### src/rtl/cbc_pkg.sv
// Constants and types for the CAN buffer pair control block
package cbc_pkg;
   // ****************************************
   // Sizes
   // ****************************************
   localparam int CBC_NBUF = 2;
   localparam int CBC_BYTE_W = 8;
   localparam int CBC_PRI_W = 2;
   localparam int CBC_EV_W = 4;

   // ****************************************
   // Register byte offsets
   // ****************************************
   localparam logic [7:0] CBC_OFF_CTRL = 8'h00;
   localparam logic [7:0] CBC_OFF_STAT = 8'h04;
   localparam logic [7:0] CBC_OFF_MASK = 8'h08;
   localparam logic [7:0] CBC_OFF_STATE = 8'h0C;

   // ****************************************
   // Control byte fields, one byte per buffer
   // ****************************************
   localparam int CBC_BIT_DIR = 7;
   localparam int CBC_BIT_ABT = 6;
   localparam int CBC_BIT_LARB = 5;
   localparam int CBC_BIT_ERR = 4;
   localparam int CBC_BIT_REQ = 3;
   localparam int CBC_BIT_RTR = 2;
   localparam int CBC_BIT_PRI_HI = 1;
   localparam int CBC_BIT_PRI_LO = 0;
   localparam logic [7:0] CBC_CTRL_RST = 8'h00;

   // Priority encodings
   localparam logic [1:0] CBC_PRI_HIGHEST = 2'h3;
   localparam logic [1:0] CBC_PRI_HIGH_MID = 2'h2;
   localparam logic [1:0] CBC_PRI_LOW_MID = 2'h1;
   localparam logic [1:0] CBC_PRI_LOWEST = 2'h0;

   // ****************************************
   // Interrupt status layout: bit = buffer * 4 + event
   // ****************************************
   localparam int CBC_EV_OK = 0;
   localparam int CBC_EV_ABT = 1;
   localparam int CBC_EV_ARB = 2;
   localparam int CBC_EV_ERR = 3;
   localparam logic [7:0] CBC_MASK_RST = 8'h00;

   // Transmit sequencer states
   typedef enum logic [0:0] {
      CBC_IDLE = 1'b0,
      CBC_BUSY = 1'b1
   } cbc_state_t;
endpackage

### src/rtl/cbc_buf_cell.sv
// Control and status bits of one message buffer
`timescale 1ns/1ps
module cbc_buf_cell (
   input wire logic clk_sys,
   input wire logic rst,
   input wire logic wr_en,
   input wire logic [7:0] wr_data,
   input wire logic ev_ok,
   input wire logic ev_abort,
   input wire logic ev_arb,
   input wire logic ev_err,
   input wire logic rx_remote,
   output logic [7:0] ctrl,
   output logic abort_req
);
   logic dir_reg;
   logic rtr_reg;
   logic [1:0] pri_reg;
   logic req_reg;
   logic abt_reg;
   logic larb_reg;
   logic err_reg;
   logic set_req;

   // remote frame sets request
   assign set_req = (wr_en & wr_data[cbc_pkg::CBC_BIT_REQ])
      | (rx_remote & rtr_reg);
   // zero over a set request aborts
   assign abort_req = wr_en & req_reg & ~wr_data[cbc_pkg::CBC_BIT_REQ]
      & ~(rx_remote & rtr_reg);

   // direction, reply enable, priority
   always_ff @(posedge clk_sys or posedge rst) begin
      if (rst) begin
         dir_reg <= 1'b0;
         rtr_reg <= 1'b0;
         pri_reg <= cbc_pkg::CBC_PRI_LOWEST;
      end else if (wr_en) begin
         dir_reg <= wr_data[cbc_pkg::CBC_BIT_DIR];
         rtr_reg <= wr_data[cbc_pkg::CBC_BIT_RTR];
         pri_reg <= wr_data[cbc_pkg::CBC_BIT_PRI_HI:cbc_pkg::CBC_BIT_PRI_LO];
      end
   end

   // request set by software, cleared on success
   always_ff @(posedge clk_sys or posedge rst) begin
      if (rst) begin
         req_reg <= 1'b0;
      end else if (set_req) begin
         req_reg <= 1'b1;
      end else if (ev_ok | ev_abort | abort_req) begin
         req_reg <= 1'b0;
      end
   end

   // status flags cleared on new request
   always_ff @(posedge clk_sys or posedge rst) begin
      if (rst) begin
         abt_reg <= 1'b0;
         larb_reg <= 1'b0;
         err_reg <= 1'b0;
      end else begin
         if (ev_abort) begin
            abt_reg <= 1'b1;
         end else if (set_req | ev_ok) begin
            abt_reg <= 1'b0; // success reads zero
         end
         if (ev_arb) begin
            larb_reg <= 1'b1;
         end else if (set_req) begin
            larb_reg <= 1'b0;
         end
         if (ev_err) begin
            err_reg <= 1'b1;
         end else if (set_req) begin
            err_reg <= 1'b0;
         end
      end
   end

   assign ctrl = {dir_reg, abt_reg, larb_reg, err_reg, req_reg, rtr_reg,
      pri_reg};
endmodule

### src/rtl/cbc_buffer_pair_ctrl.sv
// Control of one transmit/receive buffer pair behind an AHB-Lite slave
//
// Implementation choices: the AHB-Lite slave port and the register offsets.
`timescale 1ns/1ps
// Contract
// Upper byte repeats the lower byte's bits for the odd partner buffer.
// Direction bit one makes a transmit buffer, zero a receive buffer.
// Aborted flag reads one after abort, zero after successful send.
// Arbitration-lost flag set when the message loses arbitration.
// Transmit error flag set on a bus error while sending.
// Software sets send request; device clears it after success.
// Writing zero over a set send request asks for an abort.
// Remote frame with reply enabled sets send request, else unchanged.
// Priority field: 11 highest, 10, 01, 00 lowest.
// Setting send request clears aborted, lost and error flags.
// Message contents live in DMA RAM, not in these registers.
// Highest priority pending first; ties go to higher buffer number.
module cbc_buffer_pair_ctrl (
   input wire logic clk_sys,
   input wire logic rst,
   input wire logic hsel,
   input wire logic [31:0] haddr,
   input wire logic [1:0] htrans,
   input wire logic hwrite,
   input wire logic [2:0] hsize,
   input wire logic [31:0] hwdata,
   input wire logic hready,
   output logic hreadyout,
   output logic hresp,
   output logic [31:0] hrdata,
   input wire logic tx_ok,
   input wire logic tx_aborted,
   input wire logic tx_arb_lost,
   input wire logic tx_bus_err,
   input wire logic [1:0] rx_remote,
   output logic tx_start,
   output logic tx_buf,
   output logic [1:0] tx_prio,
   output logic tx_abort,
   output logic [1:0] buf_is_tx,
   output logic irq
);
   localparam int NB = cbc_pkg::CBC_NBUF;

   logic wr_pend_reg;
   logic [7:0] waddr_reg;
   logic [31:0] hrdata_reg;
   logic [7:0] stat_reg;
   logic [7:0] mask_reg;
   logic [7:0] stat_set;
   logic [31:0] rd_word;
   logic acc;
   logic ctrl_wr;
   cbc_pkg::cbc_state_t state_reg;
   logic sel_reg;
   logic start_reg;
   logic abort_reg;
   logic [1:0] prio_reg;
   logic arb_valid;
   logic arb_sel;
   logic [NB-1:0] pend;
   logic [2*NB-1:0] pend_prio;
   logic [NB-1:0] abort_req;
   logic [NB-1:0] ev_ok;
   logic [NB-1:0] ev_abort;
   logic [NB-1:0] ev_arb;
   logic [NB-1:0] ev_err;
   logic [15:0] ctrl_word;
   logic busy;

   // ****************************************
   // AHB-Lite slave
   // ****************************************

   // Address phase accepted
   assign acc = hsel & htrans[1] & hready;
   assign hreadyout = 1'b1;
   assign hresp = 1'b0;
   assign hrdata = hrdata_reg;
   assign ctrl_wr = wr_pend_reg & (waddr_reg == cbc_pkg::CBC_OFF_CTRL);

   // Capture write address for the data phase
   always_ff @(posedge clk_sys or posedge rst) begin
      if (rst) begin
         wr_pend_reg <= 1'b0;
         waddr_reg <= 8'h00;
      end else begin
         wr_pend_reg <= acc & hwrite & (hsize == 3'h2);
         waddr_reg <= haddr[7:0];
      end
   end

   // Read mux, unmapped reads zero
   // only control and status here, message words stay in DMA RAM
   always_comb begin
      rd_word = 32'h0000_0000;
      unique case (haddr[7:0])
         cbc_pkg::CBC_OFF_CTRL: rd_word = {16'h0000, ctrl_word};
         cbc_pkg::CBC_OFF_STAT: rd_word = {24'h00_0000, stat_reg};
         cbc_pkg::CBC_OFF_MASK: rd_word = {24'h00_0000, mask_reg};
         cbc_pkg::CBC_OFF_STATE: rd_word = {28'h000_0000, prio_reg,
            sel_reg, busy};
         default: rd_word = 32'h0000_0000;
      endcase
   end

   // Read data registered into the data phase
   always_ff @(posedge clk_sys or posedge rst) begin
      if (rst) begin
         hrdata_reg <= 32'h0000_0000;
      end else if (acc & ~hwrite) begin
         hrdata_reg <= rd_word;
      end
   end

   // ****************************************
   // Buffer cells
   // ****************************************

   // one cell per buffer, odd partner in upper byte
   genvar g;
   generate
      for (g = 0; g < NB; g++) begin : g_buf
         cbc_buf_cell u_cell (
            .clk_sys(clk_sys),
            .rst(rst),
            .wr_en(ctrl_wr),
            .wr_data(hwdata[8*g +: 8]),
            .ev_ok(ev_ok[g]),
            .ev_abort(ev_abort[g]),
            .ev_arb(ev_arb[g]),
            .ev_err(ev_err[g]),
            .rx_remote(rx_remote[g]),
            .ctrl(ctrl_word[8*g +: 8]),
            .abort_req(abort_req[g])
         );
         // only transmit buffers compete
         assign pend[g] = ctrl_word[8*g + cbc_pkg::CBC_BIT_REQ]
            & ctrl_word[8*g + cbc_pkg::CBC_BIT_DIR];
         assign buf_is_tx[g] = ctrl_word[8*g + cbc_pkg::CBC_BIT_DIR];
         // two-bit priority per buffer
         assign pend_prio[2*g +: 2] = ctrl_word[8*g +: 2];
         // abort done by engine or at once if not on the bus
         assign ev_abort[g] = (abort_req[g] & ~(busy & (sel_reg == g)))
            | (busy & (sel_reg == g) & (tx_aborted
            | (abort_reg & (tx_arb_lost | tx_bus_err))));
         // success ends the request
         assign ev_ok[g] = busy & (sel_reg == g) & tx_ok;
         // lost arbitration
         assign ev_arb[g] = busy & (sel_reg == g) & tx_arb_lost;
         // bus error while sending
         assign ev_err[g] = busy & (sel_reg == g) & tx_bus_err;
         assign stat_set[4*g + cbc_pkg::CBC_EV_OK] = ev_ok[g];
         assign stat_set[4*g + cbc_pkg::CBC_EV_ABT] = ev_abort[g];
         assign stat_set[4*g + cbc_pkg::CBC_EV_ARB] = ev_arb[g];
         assign stat_set[4*g + cbc_pkg::CBC_EV_ERR] = ev_err[g];
      end
   endgenerate

   // ****************************************
   // Transmit sequencer
   // ****************************************

   // priority pick among pending buffers
   cbc_tx_arbiter #(
      .NBUF(NB),
      .SEL_W(1)
   ) u_arb (
      .pend(pend),
      .prio(pend_prio),
      .valid(arb_valid),
      .sel(arb_sel)
   );

   assign busy = (state_reg == cbc_pkg::CBC_BUSY);
   assign tx_start = start_reg;
   assign tx_buf = sel_reg;
   assign tx_prio = prio_reg;
   assign tx_abort = abort_reg;

   // Start one attempt, wait for its outcome
   always_ff @(posedge clk_sys or posedge rst) begin
      if (rst) begin
         state_reg <= cbc_pkg::CBC_IDLE;
         sel_reg <= 1'b0;
         start_reg <= 1'b0;
         prio_reg <= cbc_pkg::CBC_PRI_LOWEST;
      end else begin
         start_reg <= 1'b0;
         unique case (state_reg)
            cbc_pkg::CBC_IDLE: begin
               if (arb_valid) begin
                  state_reg <= cbc_pkg::CBC_BUSY;
                  sel_reg <= arb_sel;
                  prio_reg <= pend_prio[2*arb_sel +: 2];
                  start_reg <= 1'b1;
               end
            end
            cbc_pkg::CBC_BUSY: begin
               if (tx_ok | tx_aborted | tx_arb_lost | tx_bus_err) begin
                  state_reg <= cbc_pkg::CBC_IDLE;
               end
            end
         endcase
      end
   end

   // abort request to engine for active buffer
   always_ff @(posedge clk_sys or posedge rst) begin
      if (rst) begin
         abort_reg <= 1'b0;
      end else if (~busy | tx_ok | tx_aborted | tx_arb_lost | tx_bus_err) begin
         abort_reg <= 1'b0;
      end else if (abort_req[sel_reg]) begin
         abort_reg <= 1'b1;
      end
   end

   // ****************************************
   // Interrupts
   // ****************************************

   // Sticky status, write one clears, set wins
   always_ff @(posedge clk_sys or posedge rst) begin
      if (rst) begin
         stat_reg <= 8'h00;
      end else if (wr_pend_reg & (waddr_reg == cbc_pkg::CBC_OFF_STAT)) begin
         stat_reg <= (stat_reg & ~hwdata[7:0]) | stat_set;
      end else begin
         stat_reg <= stat_reg | stat_set;
      end
   end

   // Interrupt mask
   always_ff @(posedge clk_sys or posedge rst) begin
      if (rst) begin
         mask_reg <= cbc_pkg::CBC_MASK_RST;
      end else if (wr_pend_reg & (waddr_reg == cbc_pkg::CBC_OFF_MASK)) begin
         mask_reg <= hwdata[7:0];
      end
   end

   assign irq = |(stat_reg & mask_reg);

   // ****************************************
   // Assertions
   // ****************************************

   AST_PAIR_COPY: assert property (@(posedge clk_sys) disable iff (rst)
      ctrl_wr & ~rx_remote[1] |=> ctrl_word[15] == $past(hwdata[15])
      && ctrl_word[10] == $past(hwdata[10]))
      else $error("upper byte not written for partner buffer");

   AST_DIR_PICK: assert property (@(posedge clk_sys) disable iff (rst)
      tx_start |-> ctrl_word[8*tx_buf + cbc_pkg::CBC_BIT_DIR])
      else $error("receive buffer started for transmit");

   AST_ABT_FLAG: assert property (@(posedge clk_sys) disable iff (rst)
      busy & tx_aborted |=> ctrl_word[8*$past(sel_reg) + 6]
      && !ctrl_word[8*$past(sel_reg) + 3])
      else $error("aborted flag not set after abort");

   AST_ARB_FLAG: assert property (@(posedge clk_sys) disable iff (rst)
      busy & tx_arb_lost |=> ctrl_word[8*$past(sel_reg) + 5])
      else $error("lost arbitration flag not set");

   AST_ERR_FLAG: assert property (@(posedge clk_sys) disable iff (rst)
      busy & tx_bus_err |=> ctrl_word[8*$past(sel_reg) + 4] && !busy)
      else $error("bus error flag not set");

   AST_OK_CLEAR: assert property (@(posedge clk_sys) disable iff (rst)
      busy & tx_ok & ~ctrl_wr & ~(|rx_remote)
      |=> !ctrl_word[8*$past(sel_reg) + 3]
      ##1 !(tx_start & (tx_buf == $past(sel_reg, 2))))
      else $error("request not cleared after success");

   AST_ABORT_REQ: assert property (@(posedge clk_sys) disable iff (rst)
      busy & abort_req[sel_reg] & ~(tx_ok | tx_aborted | tx_arb_lost
      | tx_bus_err) |=> tx_abort)
      else $error("abort not passed to engine");

   AST_RTR_SET: assert property (@(posedge clk_sys) disable iff (rst)
      rx_remote[0] & ctrl_word[2] & ~tx_ok & ~tx_aborted |=> ctrl_word[3])
      else $error("remote frame did not set request");

   AST_FLAG_CLR: assert property (@(posedge clk_sys) disable iff (rst)
      $rose(ctrl_word[3]) |-> ctrl_word[6:4] == 3'h0)
      else $error("flags not cleared by new request");

   AST_PRIO_PICK: assert property (@(posedge clk_sys) disable iff (rst)
      !busy & pend[0] & pend[1] |=> tx_start
      && tx_prio >= $past(pend_prio[1:0]) && tx_prio >= $past(pend_prio[3:2]))
      else $error("lower priority buffer started first");

   COV_SEND_OK: cover property (@(posedge clk_sys) disable iff (rst)
      tx_start ##[1:20] (busy & tx_ok));
   COV_ABORT: cover property (@(posedge clk_sys) disable iff (rst)
      tx_abort ##[1:20] tx_aborted);
   COV_REMOTE: cover property (@(posedge clk_sys) disable iff (rst)
      rx_remote[1] & ctrl_word[10] ##[1:5] tx_start);
   COV_IRQ: cover property (@(posedge clk_sys) disable iff (rst) $rose(irq));
endmodule

### src/rtl/cbc_tx_arbiter.sv
// Picks the pending transmit buffer of highest priority
`timescale 1ns/1ps
module cbc_tx_arbiter #(
   parameter int NBUF = 2,
   parameter int SEL_W = 1
) (
   input wire logic [NBUF-1:0] pend,
   input wire logic [2*NBUF-1:0] prio,
   output logic valid,
   output logic [SEL_W-1:0] sel
);
   logic [1:0] best;

   // higher field wins, tie to higher buffer
   always_comb begin
      valid = 1'b0;
      sel = '0;
      best = 2'h0;
      for (int i = 0; i < NBUF; i++) begin
         if (pend[i] && (!valid || prio[2*i +: 2] >= best)) begin
            valid = 1'b1;
            sel = SEL_W'(i);
            best = prio[2*i +: 2];
         end
      end
   end
endmodule
### config.mk
export PLATFORM = sky130hd
export DESIGN_NAME = cbc_buffer_pair_ctrl
export DESIGN_NICKNAME = d
export VERILOG_FILES = /design/src/rtl/cbc_pkg.sv /design/src/rtl/cbc_buf_cell.sv /design/src/rtl/cbc_buffer_pair_ctrl.sv /design/src/rtl/cbc_tx_arbiter.sv
export SDC_FILE = /design/constraint.sdc
export NUM_CORES = 1
export LEC_CHECK = 0
export ABC_AREA = 1
export ABC_CLOCK_PERIOD_IN_PS = 4300
export CELL_PAD_IN_SITES_DETAIL_PLACEMENT = 1
export CELL_PAD_IN_SITES_GLOBAL_PLACEMENT = 1
export CORE_MARGIN = 5
export CORE_UTILIZATION = 45
export CTS_CLUSTER_DIAMETER = 50
export DETAILED_ROUTE_END_ITERATION = 16
export DONT_BUFFER_PORTS = 1
export PLACE_DENSITY = 0.8
export SLEW_MARGIN = 20
export SYNTH_ARGS = -nofsm -noshare
export SYNTH_HDL_FRONTEND = slang
export SYNTH_HIERARCHICAL = 1
export SYNTH_SLANG_ARGS = --single-unit
### constraint.sdc
create_clock -name clk_sys -period 4.3 [get_ports clk_sys]
set_input_delay 0.215 -clock clk_sys [delete_from_list [all_inputs] [get_ports clk_sys]]
set_output_delay 0.215 -clock clk_sys [all_outputs]
set_load 0.05 [all_outputs]
==> results of run 1 <==
[stage by stage]
stage	std cells	setup slack, ns
6_report	515	1.91
3_3_place_gp	480	2.08
3_5_place_dp	480	1.99
5_1_grt	515	1.71
2_1_floorplan	418	2.37
4_1_cts	514	1.95
[synth_stat cells, types with 4 or more instances]
| library cell | number | area (um^2) |
|---|---|---|
| dfrtp_1 | 63 | 1580 |
| nand2_4 | 4 | 45.0 |
| o21ai_0 | 12 | 60.1 |
| inv_2 | 7 | 26.3 |
| nand2_2 | 4 | 25.0 |
| nor2_1 | 19 | 71.3 |
| o21ai_2 | 8 | 70.1 |
| buf_4 | 31 | 233 |
| a21oi_1 | 6 | 30.0 |
| nand3_1 | 36 | 180 |
| inv_1 | 50 | 188 |
| o21ai_1 | 18 | 90.1 |
| buf_6 | 4 | 45.0 |
| nand2_1 | 111 | 417 |
| nor2_2 | 5 | 31.3 |
[worst max-delay path, cell delays in order (launching register included)]
cell     delay [ns]
dfrtp_1        0.38
nor2_2         0.21
nand2_1        0.09
nor4_2         0.25
buf_4          0.33
nand3_2        0.14
a21oi_2        0.18
inv_1          0.06
nand2_1        0.06
o21ai_0        0.20
inv_1          0.12
nor2_1         0.07
nand3_1        0.11
nand2_1        0.06
[power breakdown]
part           switching (mW)  internal, mW
Combinational           0.224        0.0902
Sequential              0.140         0.655
Clock                   0.244         0.280
[metal layers]
metal / up-vias / wire, um / GRT usage
met2: 89 / 4210 / 0.342
met3: 18 / 652 / 0.0608
met1: 1243 / 3800 / 0.265
li1: 1228 / - / -
met5: - / 0 / 0
met4: 0 / 162 / 0.0782
[worst paths after layout]
path	startpoint	cells past startpoint	end	slack, ns
setup / recovery	waddr_reg[1]$_DFF_PP0_	13	g_buf[1].u_cell/req_reg$_DFFE_PP0P_	1.91
hold / removal	hwdata[7]	2	g_buf[0].u_cell/dir_reg$_DFFE_PP0P_	0.02
setup reg to reg	waddr_reg[1]$_DFF_PP0_	13	g_buf[1].u_cell/req_reg$_DFFE_PP0P_	1.91
hold reg to reg	stat_reg[5]$_DFF_PP0_	2	stat_reg[5]$_DFF_PP0_	0.52
max in group asynchronous	rst	2	waddr_reg[3]$_DFF_PP0_	3.33
min in group asynchronous	rst	2	g_buf[1].u_cell/pri_reg[1]$_DFFE_PP0P_	0.30
[final cells by class]
cell class	count	area, um^2
repair buffers	20	198
inverters	57	215
clock inverters	6	60.1
fillers	898	3590
well taps	99	124
clock buffers	10	138
flip-flops and latches	63	1580
multi-input cells	260	1280
[repair_timing]
action,in CTS,in global routing
hold endpoints to repair,32,47
hold buffers,18,1
setup endpoints to repair,0,0
[cell usage in the layout, fill, tap and decap left out, drive strengths merged, types with 4 or more instances in the layout]
master / synthesis / final
dfrtp: 63 / 63
a21oi: 9 / 9
dlygate4sd3: 0 / 19
inv: 57 / 56
nor2: 26 / 26
conb: 2 / 18
nand3: 39 / 39
clkinv: 0 / 4
o21ai: 38 / 38
clkbuf: 0 / 10
nand2: 119 / 119
[cell families (layout without fill, tap and decap cells)]
kind of cell	Yosys count	after routing	share of synthesized area
and+or+nand+nor	189	189	0.264
buffers and inverters	95	93	0.154
DFF	63	63	0.478
AOI/OAI and AO/OA	51	51	0.0938
adders and majority gates	2	2	0.00759
other	2	18	0.00228
==> summary.md, run 1 <==
| Metric | Value |
|---|---|
| Status | `complete, no violations` |
| Clk Latency, worst-skew pair | `approximately 0.35 ns` |
| Number of distinct library cells after synthesis | `27` |
| Fraction of layout cells with a size suffix above 1 | `0.137` |
| CP Capture Type | `register` |
| N_diodes | `0` |
| H-tree levels | `3` |
| Ys async rst share | `1.00` |
| Overflow after GRT | `0` |
| Wire length per cell | `roughly 17 um` |
| Die X-Extent | `approximately 96 um` |
| Tcrit/Tclk final | `0.556` |
| Mean post-synth cell area | `8.20 um^2` |
| Detail Placement HPWL | `6.31 mm` |
| Finished Core Util | `0.500` |
| Fmax | `about 420 MHz` |
| Number of flip-flops under the largest register name | `16` |
| Top Ports | `around 120` |
| Final Instance Area | `3590 um^2` |
| HP Class | `input pin to register` |
| Final-report hold violation count | `0` |
| Mapped Cells | `approximately 400` |
| Chip height | `~96 um` |
| Worst Path Arrival | `2.62 ns` |
| Syn-to-layout area delta | `8.92%` |
| Initial antenna violation count | `0` |
| Number of synthesized flops with an enable pin | `0` |
| Post-synthesis sequential area ratio | `0.478` |
| Vias | `between 2000 and 3000` |
| Starting Density | `0.459` |
| Max FO, Critical Path | `20` |
| Clock transition at path regs | `0.08 ns` |
| RePlAce Congestion | `a little over 0.8` |
| Number of nets in the layout | `between 400 and 500` |
| Leak pwr | `1.90 nW` |
| Core area | `~7200 um^2` |
| Clock skew | `roughly 0.0095 ns` |
| DR pass1 iterations | `4` |
| Worst slew pin tran | `between 0.8 and 0.9 ns` |
| Post-CTS Setup Bufs | `0` |
| Maxcap violations | `0` |
| Synthesized area | `about 3300 um^2` |
| Clock Sinks | `63` |
| Die area | `about 9100 um^2` |
| WHS | `approximately 0.016 ns` |
| Slew Viols, Final | `0` |
| Type of origin of the critical path | `register` |
| Peak VDD IR | `about 0.14 mV` |
| Final setup viols | `0` |
| Vias in the first global route | `about 2800` |
| CTS resizes | `0` |
| Total Power | `around 1.6 mW` |
| Post-route DRC | `0` |
| Slew headroom | `0.440` |
| Clock root buffer | `clkbuf_8` |
| Total GRT Usage | `0.210` |
| Tmin final | `approximately 2.4 ns` |
| Port bufs | `0` |
| Inserted Clock Buffers | `9` |
| Routed Antenna Nets | `0` |
| Final Routed Wirelength | `8.83 mm` |
| Post-Route Setup TNS | `0 ns` |
| # rows | `31` |
| Yosys warning count | `6` |
| Longest Clk Path Bufs | `2` |
| Post-synth top flop | `dfrtp_1` |
| Largest net degree at the start of global routing | `between 40 and 50` |
| First-pass GRT wire length | `between 10 and 15 mm` |
| Initial DRC count | `between 100 and 150` |
| RSZ-0062 raised after global routing | `false` |
| CTS tree | `yes` |
| Synth Register Bits | `63` |
| Via-to-Cell Ratio | `between 5 and 6` |
| Power Dens Cells | `between 400 and 500 nW/um^2` |
| Placed cell areas | `around 3200 um^2` |
| Data required time of the worst path | `~4.5 ns` |
| Setup Crit Path Kind | `register to register` |
No activity file was read; power rests on OpenSTA's default activity.
==> inputs of run 2 (changes only) <==
ABC_AREA = 0   (was 1)
ABC_CLOCK_PERIOD_IN_PS = 1900   (was 4300)
CORE_UTILIZATION = 43   (was 45)
PLACE_DENSITY = 0.75   (was 0.8)
clock period = 1.9 ns   (was 4.3 ns; I/O delays follow)
==> run 2 against run 1 <==
Against the previous run:
- setup slack lost 1.8 ns
- count of clock-buffer cells in the layout decreased by 1
- combinational power is 20% lower
- critical endpoint is now tx_prio[0]$_DFFE_PP0P_
- design area up 4.0%
- clock skew is 0.0024 ns lower
==> summary.md, run 2 <==
| Metric | Value |
|---|---|
| Flop pwr share | `0.475 (-0.012)` |
| Post-synth top flop | `dfrtp_1` |
| Most common cell in the netlist | `dfrtp_1` |
| Die X-Extent | `94.6 um (-1.1%)` |
| Wire length per cell | `20.4 um (+19%)` |
| Total GRT Usage | `0.190 (-0.0205)` |
| Commonest non-fill, non-tap cells in the layout | `dfrtp_1, dlygate4sd3_1, buf_4, conb_1, mux2_2` |
| Detail Placement HPWL | `5.85 mm (-7.3%)` |
| FF-to-FF Start | `g_buf[0].u_cell/req_reg$_DFFE_PP0P_` |
| Final Routed Wirelength | `8.09 mm (-8.4%)` |
| Status | `complete, no violations` |
| Die area | `8940 um^2 (-2.1%)` |
| Clock Sinks | `63 (unchanged)` |
| Vias | `2121 (-18%)` |
| Register area | `1580 um^2 (unchanged)` |
| # rows | `30 (-3.2%)` |
| Fill count | `710 (-21%)` |
| DR pass1 iterations | `4 (unchanged)` |
| Share of the synthesized area in the top cell type | `0.513 (+0.0345)` |
| Area contributors post-synth | `dfrtp_1, buf_4, mux2_2` |
| Critical Path, Cell by Cell | `and2_1 > and2_2 > ha_1 > nor2b_1 > o2bb2ai_2 > mux2i_1 > o21ai_0` |
| Comb power frac | `0.085 (-0.107)` |
| RePlAce Congestion | `0.835 (+1.3%)` |
| CP Capture Type | `register` |
| Worst slack at placement | `-0.0184 ns (-2.01 ns)` |
| Max FO, Critical Path | `4 (-80%)` |
| Worst Path Arrival | `2.01 ns (-0.61 ns)` |
| Starting Density | `0.448 (-0.0117)` |
| Tcrit/Tclk final | `0.947 (+0.390)` |
| Type of origin of the critical path | `register` |
| Most common cell after layout, fill and taps aside | `dfrtp_1` |
| Initial antenna violation count | `1 (+1)` |
| Via-to-Cell Ratio | `5.36 (+7.0%)` |
| CTS tree | `yes` |
| Top Ports | `122 (unchanged)` |
| Peak VDD IR | `0.474 mV (+240%)` |
| HP Class | `input pin to register` |
| RSZ-0062 raised after global routing | `false` |
| Largest net degree at the start of global routing | `25 (-48%)` |
| Power Dens Cells | `791 nW/um^2 (+74%)` |
| Overflow after GRT | `0 (unchanged)` |
| PnR worst setup slack | `0.102 ns (-1.81 ns)` |
| Leak pwr | `1.77 nW (-6.5%)` |
| Post-synthesis sequential area ratio | `0.513 (+0.0345)` |
| Clock transition at path regs | `0.07 ns (about the same)` |
| Longest Clk Path Bufs | `2 (unchanged)` |
| Finished Core Util | `0.544 (+0.0433)` |
| H-tree levels | `3 (unchanged)` |
| Number of synthesized flops with an enable pin | `0 (unchanged)` |
| Fmax | `556 MHz (+33%)` |
| M2 GR Usage | `0.320 (-0.0219)` |
| Clock root buffer | `clkbuf_8` |
| Max incr delay on CP | `0.41 ns (+0.03 ns)` |
| Port bufs | `0 (unchanged)` |
| Post-route DRC | `0 (unchanged)` |
| Synth Register Bits | `63 (unchanged)` |
| Inserted Clock Buffers | `9 (unchanged)` |
| Hold Path Depth | `2 (unchanged)` |
| Mapped Cells | `251 (-38%)` |
| Hold path startpoint | `hwdata[4]` |
| Int Power | `2.21 mW (+120%)` |
| Clk Latency, worst-skew pair | `0.33 ns (-0.02 ns)` |
| Final-report hold violation count | `0 (unchanged)` |
| Vias in the first global route | `2379 (-14%)` |
| Number of flip-flops under the largest register name | `16 (unchanged)` |
| First-pass GRT wire length | `12.8 mm (-10%)` |
| Most Crowded Layer GR | `met2` |
| Initial DRC count | `143 (+38%)` |
| Hold Path End | `stat_reg[4]$_DFF_PP0_` |
| Tmin final | `1.80 ns (-0.594 ns)` |
| Clk pwr share | `0.440 (+0.119)` |
| Post-synth top area cell | `dfrtp_1` |
| Psw | `0.748 mW (+23%)` |
| Worst slew pin tran | `0.501 ns (-0.338 ns)` |
| Final setup viols | `0 (unchanged)` |
| Clock skew | `0.00713 ns (-0.00241 ns)` |
| Yosys warning count | `6 (unchanged)` |
| Chip height | `94.6 um (-1.1%)` |
| Setup Crit Path Kind | `register to register` |
| Reg2reg setup slack | `0.10 ns (-1.81 ns)` |
| Ys async rst share | `1.00 (unchanged)` |
| Number of nets in the layout | `376 (-24%)` |
| Sw Share | `0.253 (-0.119)` |
| Slowest cell on crit path | `dfrtp_1` |
| Reg2reg end | `tx_prio[0]$_DFFE_PP0P_` |
| Slew Viols, Final | `0 (unchanged)` |
| Routed Antenna Nets | `0 (unchanged)` |
| Synth top cells by count | `dfrtp_1, buf_4, mux2_2, a22o_1` |
| Number of distinct library cells after synthesis | `50 (+85%)` |
| Met3 usage | `0.0542 (-0.00659)` |
| Syn-to-layout area delta | `21.4%` |
| Core area | `6870 um^2 (-4.3%)` |
| Worst R2R Path Depth | `7 (-6)` |
| Maxcap violations | `0 (unchanged)` |
| Multi-input combinational cell area | `1300 um^2 (+1.4%)` |
| Mean post-synth cell area | `12.2 um^2 (+49%)` |
| Data required time of the worst path | `2.11 ns (-2.42 ns)` |
| Fraction of layout cells with a size suffix above 1 | `0.264 (+0.127)` |
| Grt met1 use | `0.239 (-0.0260)` |
| Synthesized area | `3070 um^2 (-6.7%)` |
| Slew headroom | `0.666 (+0.226)` |
==> run 2: cell count changes after synthesis, sizes merged, moves of 7 or more <==
cell   previous run  this run
nor2b             0         7
mux2              0        17
o21ai            38         4
inv              57        15
nand3            39         1
a22o              0        16
nor2             26         3
nand2           119        15
==> run 2: critical path: cells and delay by family, from the launching register on <==
family	cells	cell delay [ns]
flops	1	0.41
fa+ha+maj	1	0.27
simple gates	3	0.42
mux	1	0.23
compound gates	2	0.33
==> run 2: per-layer routing <==
| metal | wire length [um] | share of wire |
|---|---|---|
| met1 | 3470 | 0.43 |
| met3 | 500 | 0.062 |
| met2 | 4050 | 0.50 |
| met4 | 59 | 0.0073 |
| met5 | 0 | 0 |
==> run 2: how the worst max path moves through the flow <==
stage,cells after the start,start,end,slack [ns]
floorplan,8,waddr_reg[5]$_DFF_PP0_,g_buf[0].u_cell/req_reg$_DFFE_PP0P_,0.05
global placement,8,waddr_reg[5]$_DFF_PP0_,g_buf[0].u_cell/req_reg$_DFFE_PP0P_,0.02
detailed placement,8,waddr_reg[5]$_DFF_PP0_,g_buf[0].u_cell/req_reg$_DFFE_PP0P_,-0.02
CTS,8,waddr_reg[2]$_DFF_PP0_,g_buf[0].u_cell/req_reg$_DFFE_PP0P_,0.03
global route,8,waddr_reg[0]$_DFF_PP0_,g_buf[0].u_cell/req_reg$_DFFE_PP0P_,0.009
finish,7,g_buf[0].u_cell/req_reg$_DFFE_PP0P_,tx_prio[0]$_DFFE_PP0P_,0.10
==> run 2: per-stage QoR <==
stage / hold slack, ns / instance area (um^2) / TNS (ns) / std cells / total power [mW]
after CTS: 0.00129 / 3700 / 0 / 394 / 2.97
after detailed placement: -0.0545 / 3150 / -0.0184 / 347 / 1.62
after floorplan: -0.0893 / 3150 / 0 / 267 / 1.63
after global routing: 0.00205 / 3730 / 0 / 396 / 3.05
after global placement: -0.0555 / 3150 / 0 / 347 / 1.61
final: 0.0108 / 3730 / 0 / 396 / 2.95
==> run 2: power groups by stage <==
stage | clock network [mW] | registers, mW | logic, mW
floorplan | 0 | 1.42 | 0.214
global route | 1.38 | 1.40 | 0.268
global placement | 0 | 1.42 | 0.188
finish | 1.30 | 1.40 | 0.252
detailed placement | 0 | 1.42 | 0.192
CTS | 1.31 | 1.40 | 0.251
==> run 2: final cells by class <==
class | instances | share of cell area
well taps | 96 | 0.0322
diodes | 1 | 0.000670
clock inverters | 7 | 0.0261
inverters | 15 | 0.0151
clock buffers | 9 | 0.0332
flip-flops and latches | 63 | 0.422
repair buffers | 51 | 0.123
multi-input cells | 154 | 0.347
==> run 2: kinds of logic after synthesis <==
| logic type | count (synthesis) | synth area share |
|---|---|---|
| compound gates | 55 | 0.151 |
| fa+ha+maj | 2 | 0.00814 |
| buf+inv | 50 | 0.105 |
| flops | 63 | 0.513 |
| mux | 27 | 0.111 |
| other cells | 2 | 0.00244 |
| simple gates | 52 | 0.110 |
==> run 2: timing repair <==
item | in CTS | in global routing
pin swaps | 1 | 6
hold buffers | 31 | 0
buffers inserted | 0 | 1
resized for setup | 3 | 5
gates cloned | 0 | 0
hold endpoints to repair | 99 | 0
endpoints found under the setup margin | 3 | 5
==> inputs of run 3 (changes only) <==
ABC_CLOCK_PERIOD_IN_PS = 1700   (was 1900)
CORE_UTILIZATION = 45   (was 43)
PLACE_DENSITY = 0.76   (was 0.75)
SYNTH_HIERARCHICAL = unset   (was 1)
clock period = 1.7 ns   (was 1.9 ns; I/O delays follow)
==> run 3 against run 2 <==
Against the previous run:
- largest power group unchanged
- synthesized cell count is 2.4% lower
- final cell count is 3.8% lower
- the run now ends with negative setup slack left
- setup slack worse by 0.11 ns
==> summary.md, run 3 <==
| Metric | Value |
|---|---|
| Yosys warning count | `0 (-6)` |
| Most common cell in the netlist | `dfrtp_1` |
| Max incr delay on CP | `0.45 ns (+0.04 ns)` |
| Chip height | `90.2 um (-4.6%)` |
| Peak VDD IR | `0.793 mV (+67%)` |
| Clock transition at path regs | `0.07 ns (about the same)` |
| Longest Clk Path Bufs | `2 (unchanged)` |
| # rows | `29 (-3.3%)` |
| Post-synth top flop | `dfrtp_1` |
| Failing checks | `negative setup slack` |
| Worst path top cell family by delay | `compound AO/OA/AOI/OAI gates` |
| Reg2reg setup slack | `-0.004 ns (-0.11 ns)` |
| Worst Path Buf+Inv | `0 (unchanged)` |
| Wire length per cell | `21.5 um (+5.1%)` |
| Commonest non-fill, non-tap cells in the layout | `dfrtp_1, dlygate4sd3_1, nand2_1, buf_4` |
| Core area | `6310 um^2 (-8.1%)` |
| Final Routed Wirelength | `8.17 mm (+1.1%)` |
| DR pass1 iterations | `4 (unchanged)` |
| Post-route DRC | `0 (unchanged)` |
| Top Ports | `122 (unchanged)` |
| Ys async rst share | `1.00 (unchanged)` |
| Flop pwr share | `0.433 (-0.042)` |
| Final setup viols | `1 (+1)` |
| Comb power frac | `0.242 (+0.157)` |
| Synthesized area | `2890 um^2 (-5.9%)` |
| Clock Sinks | `63 (unchanged)` |
| Fmax | `587 MHz (+5.6%)` |
| Vias | `2162 (+1.9%)` |
| Int Power | `3.02 mW (+37%)` |
| RSZ-0062 raised after global routing | `true` |
| Fraction of layout cells with a size suffix above 1 | `0.243 (-0.0208)` |
| Slew Viols, Final | `0 (unchanged)` |
| Total GRT Usage | `0.208 (+0.0182)` |
| Most common cell after layout, fill and taps aside | `dfrtp_1` |
| Synth top cells by count | `dfrtp_1, nand2_1, buf_4, a22o_1, mux2_2` |
| Initial antenna violation count | `0 (-1)` |
| First-pass GRT wire length | `13.3 mm (+3.9%)` |
| Mean post-synth cell area | `11.8 um^2 (-3.6%)` |
| Type of origin of the critical path | `register` |
| Share of the synthesized area in the top cell type | `0.545 (+0.0324)` |
| Psw | `1.46 mW (+95%)` |
| CTS tree | `yes` |
| Slowest cell on crit path | `dfrtp_2` |
| RePlAce Congestion | `0.847 (+1.5%)` |
| Number of distinct library cells after synthesis | `43 (-14%)` |
| H-tree levels | `3 (unchanged)` |
| PnR worst setup slack | `-0.00361 ns (-0.105 ns)` |
| Inserted Clock Buffers | `9 (unchanged)` |
| Non-Filler Instances | `381 (-3.8%)` |
| Register area | `1580 um^2 (about the same)` |
| Die area | `8130 um^2 (-9.1%)` |
| Initial DRC count | `98 (-31%)` |
| N_diodes | `0 (-1)` |
| CP Capture Type | `register` |
| Port bufs | `0 (unchanged)` |
| Number of nets in the layout | `381 (+1.3%)` |
| Max FO, Critical Path | `4 (unchanged)` |
| Clock skew | `0.00835 ns (+0.00122 ns)` |
| Detail Placement HPWL | `5.57 mm (-4.7%)` |
| Overflow after GRT | `0 (unchanged)` |
| Post-synth top area cell | `dfrtp_1` |
| Final-report hold violation count | `0 (unchanged)` |
| Post-synthesis sequential area ratio | `0.545 (+0.0324)` |
| Tcrit/Tclk final | `1.00 (+0.0556)` |
| Number of flip-flops under the largest register name | `16 (unchanged)` |
| Routed Antenna Nets | `0 (unchanged)` |
| Leak pwr | `1.65 nW (-6.6%)` |
| Number of synthesized flops with an enable pin | `0 (unchanged)` |
| Worst Path Arrival | `1.92 ns (-0.09 ns)` |
| Setup Crit Path Kind | `register to register` |
| Multi-input combinational cell area | `1230 um^2 (-4.9%)` |
| Sw Share | `0.326 (+0.0724)` |
| HP Class | `input pin to register` |
| Vias in the first global route | `2477 (+4.1%)` |
| Slew headroom | `0.603 (-0.0631)` |
| Starting Density | `0.458 (+0.0104)` |
| Clock root buffer | `clkbuf_8` |
| Maxcap violations | `0 (unchanged)` |
| Data required time of the worst path | `1.92 ns (-0.19 ns)` |
| Synth Register Bits | `63 (unchanged)` |
| Clk Latency, worst-skew pair | `0.34 ns (about the same)` |
| Post-Route Setup TNS | `-0.00361 ns (-0.00361 ns)` |
| Clk pwr share | `0.325 (-0.115)` |
| Power Dens Cells | `1220 nW/um^2 (+55%)` |
| Critical Path, Cell by Cell | `and3_4 > ha_4 > nand2b_4 > a211oi_4 > nor4_1 > a211o_1` |
| Die X-Extent | `90.2 um (-4.6%)` |
| Status | `complete, but fails checks` |
| Tmin final | `1.70 ns (-0.0948 ns)` |
| Worst slew pin tran | `0.595 ns (+0.0938 ns)` |
| Syn-to-layout area delta | `26.7%` |
| Fill count | `656 (-7.6%)` |
| Mapped Cells | `245 (-2.4%)` |
| Via-to-Cell Ratio | `5.67 (+5.9%)` |
| Area contributors post-synth | `dfrtp_1, mux2_2, a22o_1` |
| Dpl cells | `333 (-4.0%)` |
| Largest net degree at the start of global routing | `27 (+8.0%)` |
run 3: changes by cell type after synthesis, moves of 4 or more:
cell and change:
o2bb2ai_1 -4, o21ai_0 +8, nand2_1 +8, nor2_1 +4
buf_4 -10, nand3_1 +5, inv_1 -7, a2bb2oi_1 -4
run 3: metrics by stage:
stage | hold WS, ns | cell area (um^2) | power [mW] | setup slack, ns | utilization
2_1_floorplan | 0.116 | 2980 | 2.62 | 0.0453 | -
3_3_place_gp | 0.0602 | 3080 | 2.86 | -0.0172 | 0.488
3_5_place_dp | 0.0687 | 3080 | 2.90 | -0.0563 | 0.488
4_1_cts | 0.00136 | 3650 | 4.48 | 0.00386 | 0.578
5_1_grt | 0.0182 | 3660 | 4.70 | -0.0350 | 0.580
6_report | 0.00869 | 3660 | 4.49 | -0.00361 | 0.580
run 3: tightest hold or removal path: stages:
cell	delay [ns]
nor2_1	0.03
a21oi_1	0.11
o21ai_0	0.08
run 3: cells by family after synthesis:
kind of cell | count (synthesis) | synth area share
flip-flops | 63 | 0.545
buffers and inverters | 35 | 0.0723
AND/OR/NAND/NOR | 62 | 0.117
other | 2 | 0.00260
multiplexers | 25 | 0.111
AO/OA/AOI/OAI | 56 | 0.144
adder cells (fa/ha/maj) | 2 | 0.00865
run 3: repair_timing:
item / CTS / global route
endpoints found under the setup margin: 2 / 13
resized for setup: 4 / 4
pin swaps: 2 / 0
hold buffers: 30 / 0
setup buffers: 1 / 1
hold endpoints to repair: 65 / 0
run 3: per-layer routing:
metal  GRT usage  wire (um)  up-vias
li1            -          -      975
met1       0.253       3290     1101
met2       0.352       4180       73
met3      0.0568        521       13
met4      0.0782        183        0
met5           0          0        -
run 3: layout make-up:
class	count	area share
Clock buffer	11	0.0386
Clock inverter	5	0.0222
Inverter	8	0.00819
Multi-Input combinational cell	163	0.336
Sequential cell	63	0.431
Tap cell	77	0.0263
Timing Repair Buffer	54	0.138
run 3: path summary, 6_finish.rpt:
path                                                     startpoint                             endpoint  cells after the start
worst max-delay path            g_buf[0].u_cell.req_reg$_DFFE_PP0P_               tx_prio[0]$_DFFE_PP0P_                      6
worst min-delay path                                       haddr[2]                hrdata[6]$_DFFE_PP0P_                      3
worst max register to register  g_buf[0].u_cell.req_reg$_DFFE_PP0P_               tx_prio[0]$_DFFE_PP0P_                      6
worst min register to register  g_buf[0].u_cell.err_reg$_DFFE_PP0P_  g_buf[0].u_cell.err_reg$_DFFE_PP0P_                      1
max in group asynchronous                                       rst  g_buf[0].u_cell.req_reg$_DFFE_PP0P_                      3
min in group asynchronous                                       rst                hrdata[9]$_DFFE_PP0P_                      2
run 3: power groups by stage:
stage                     sequential [mW]  combinational [mW]  clock [mW]
after floorplan                      2.02               0.599           0
after global placement               1.94               0.914           0
after detailed placement             1.95               0.949           0
after CTS                            1.92                1.06        1.49
after global routing                 1.95                1.17        1.57
final                                1.94                1.09        1.46
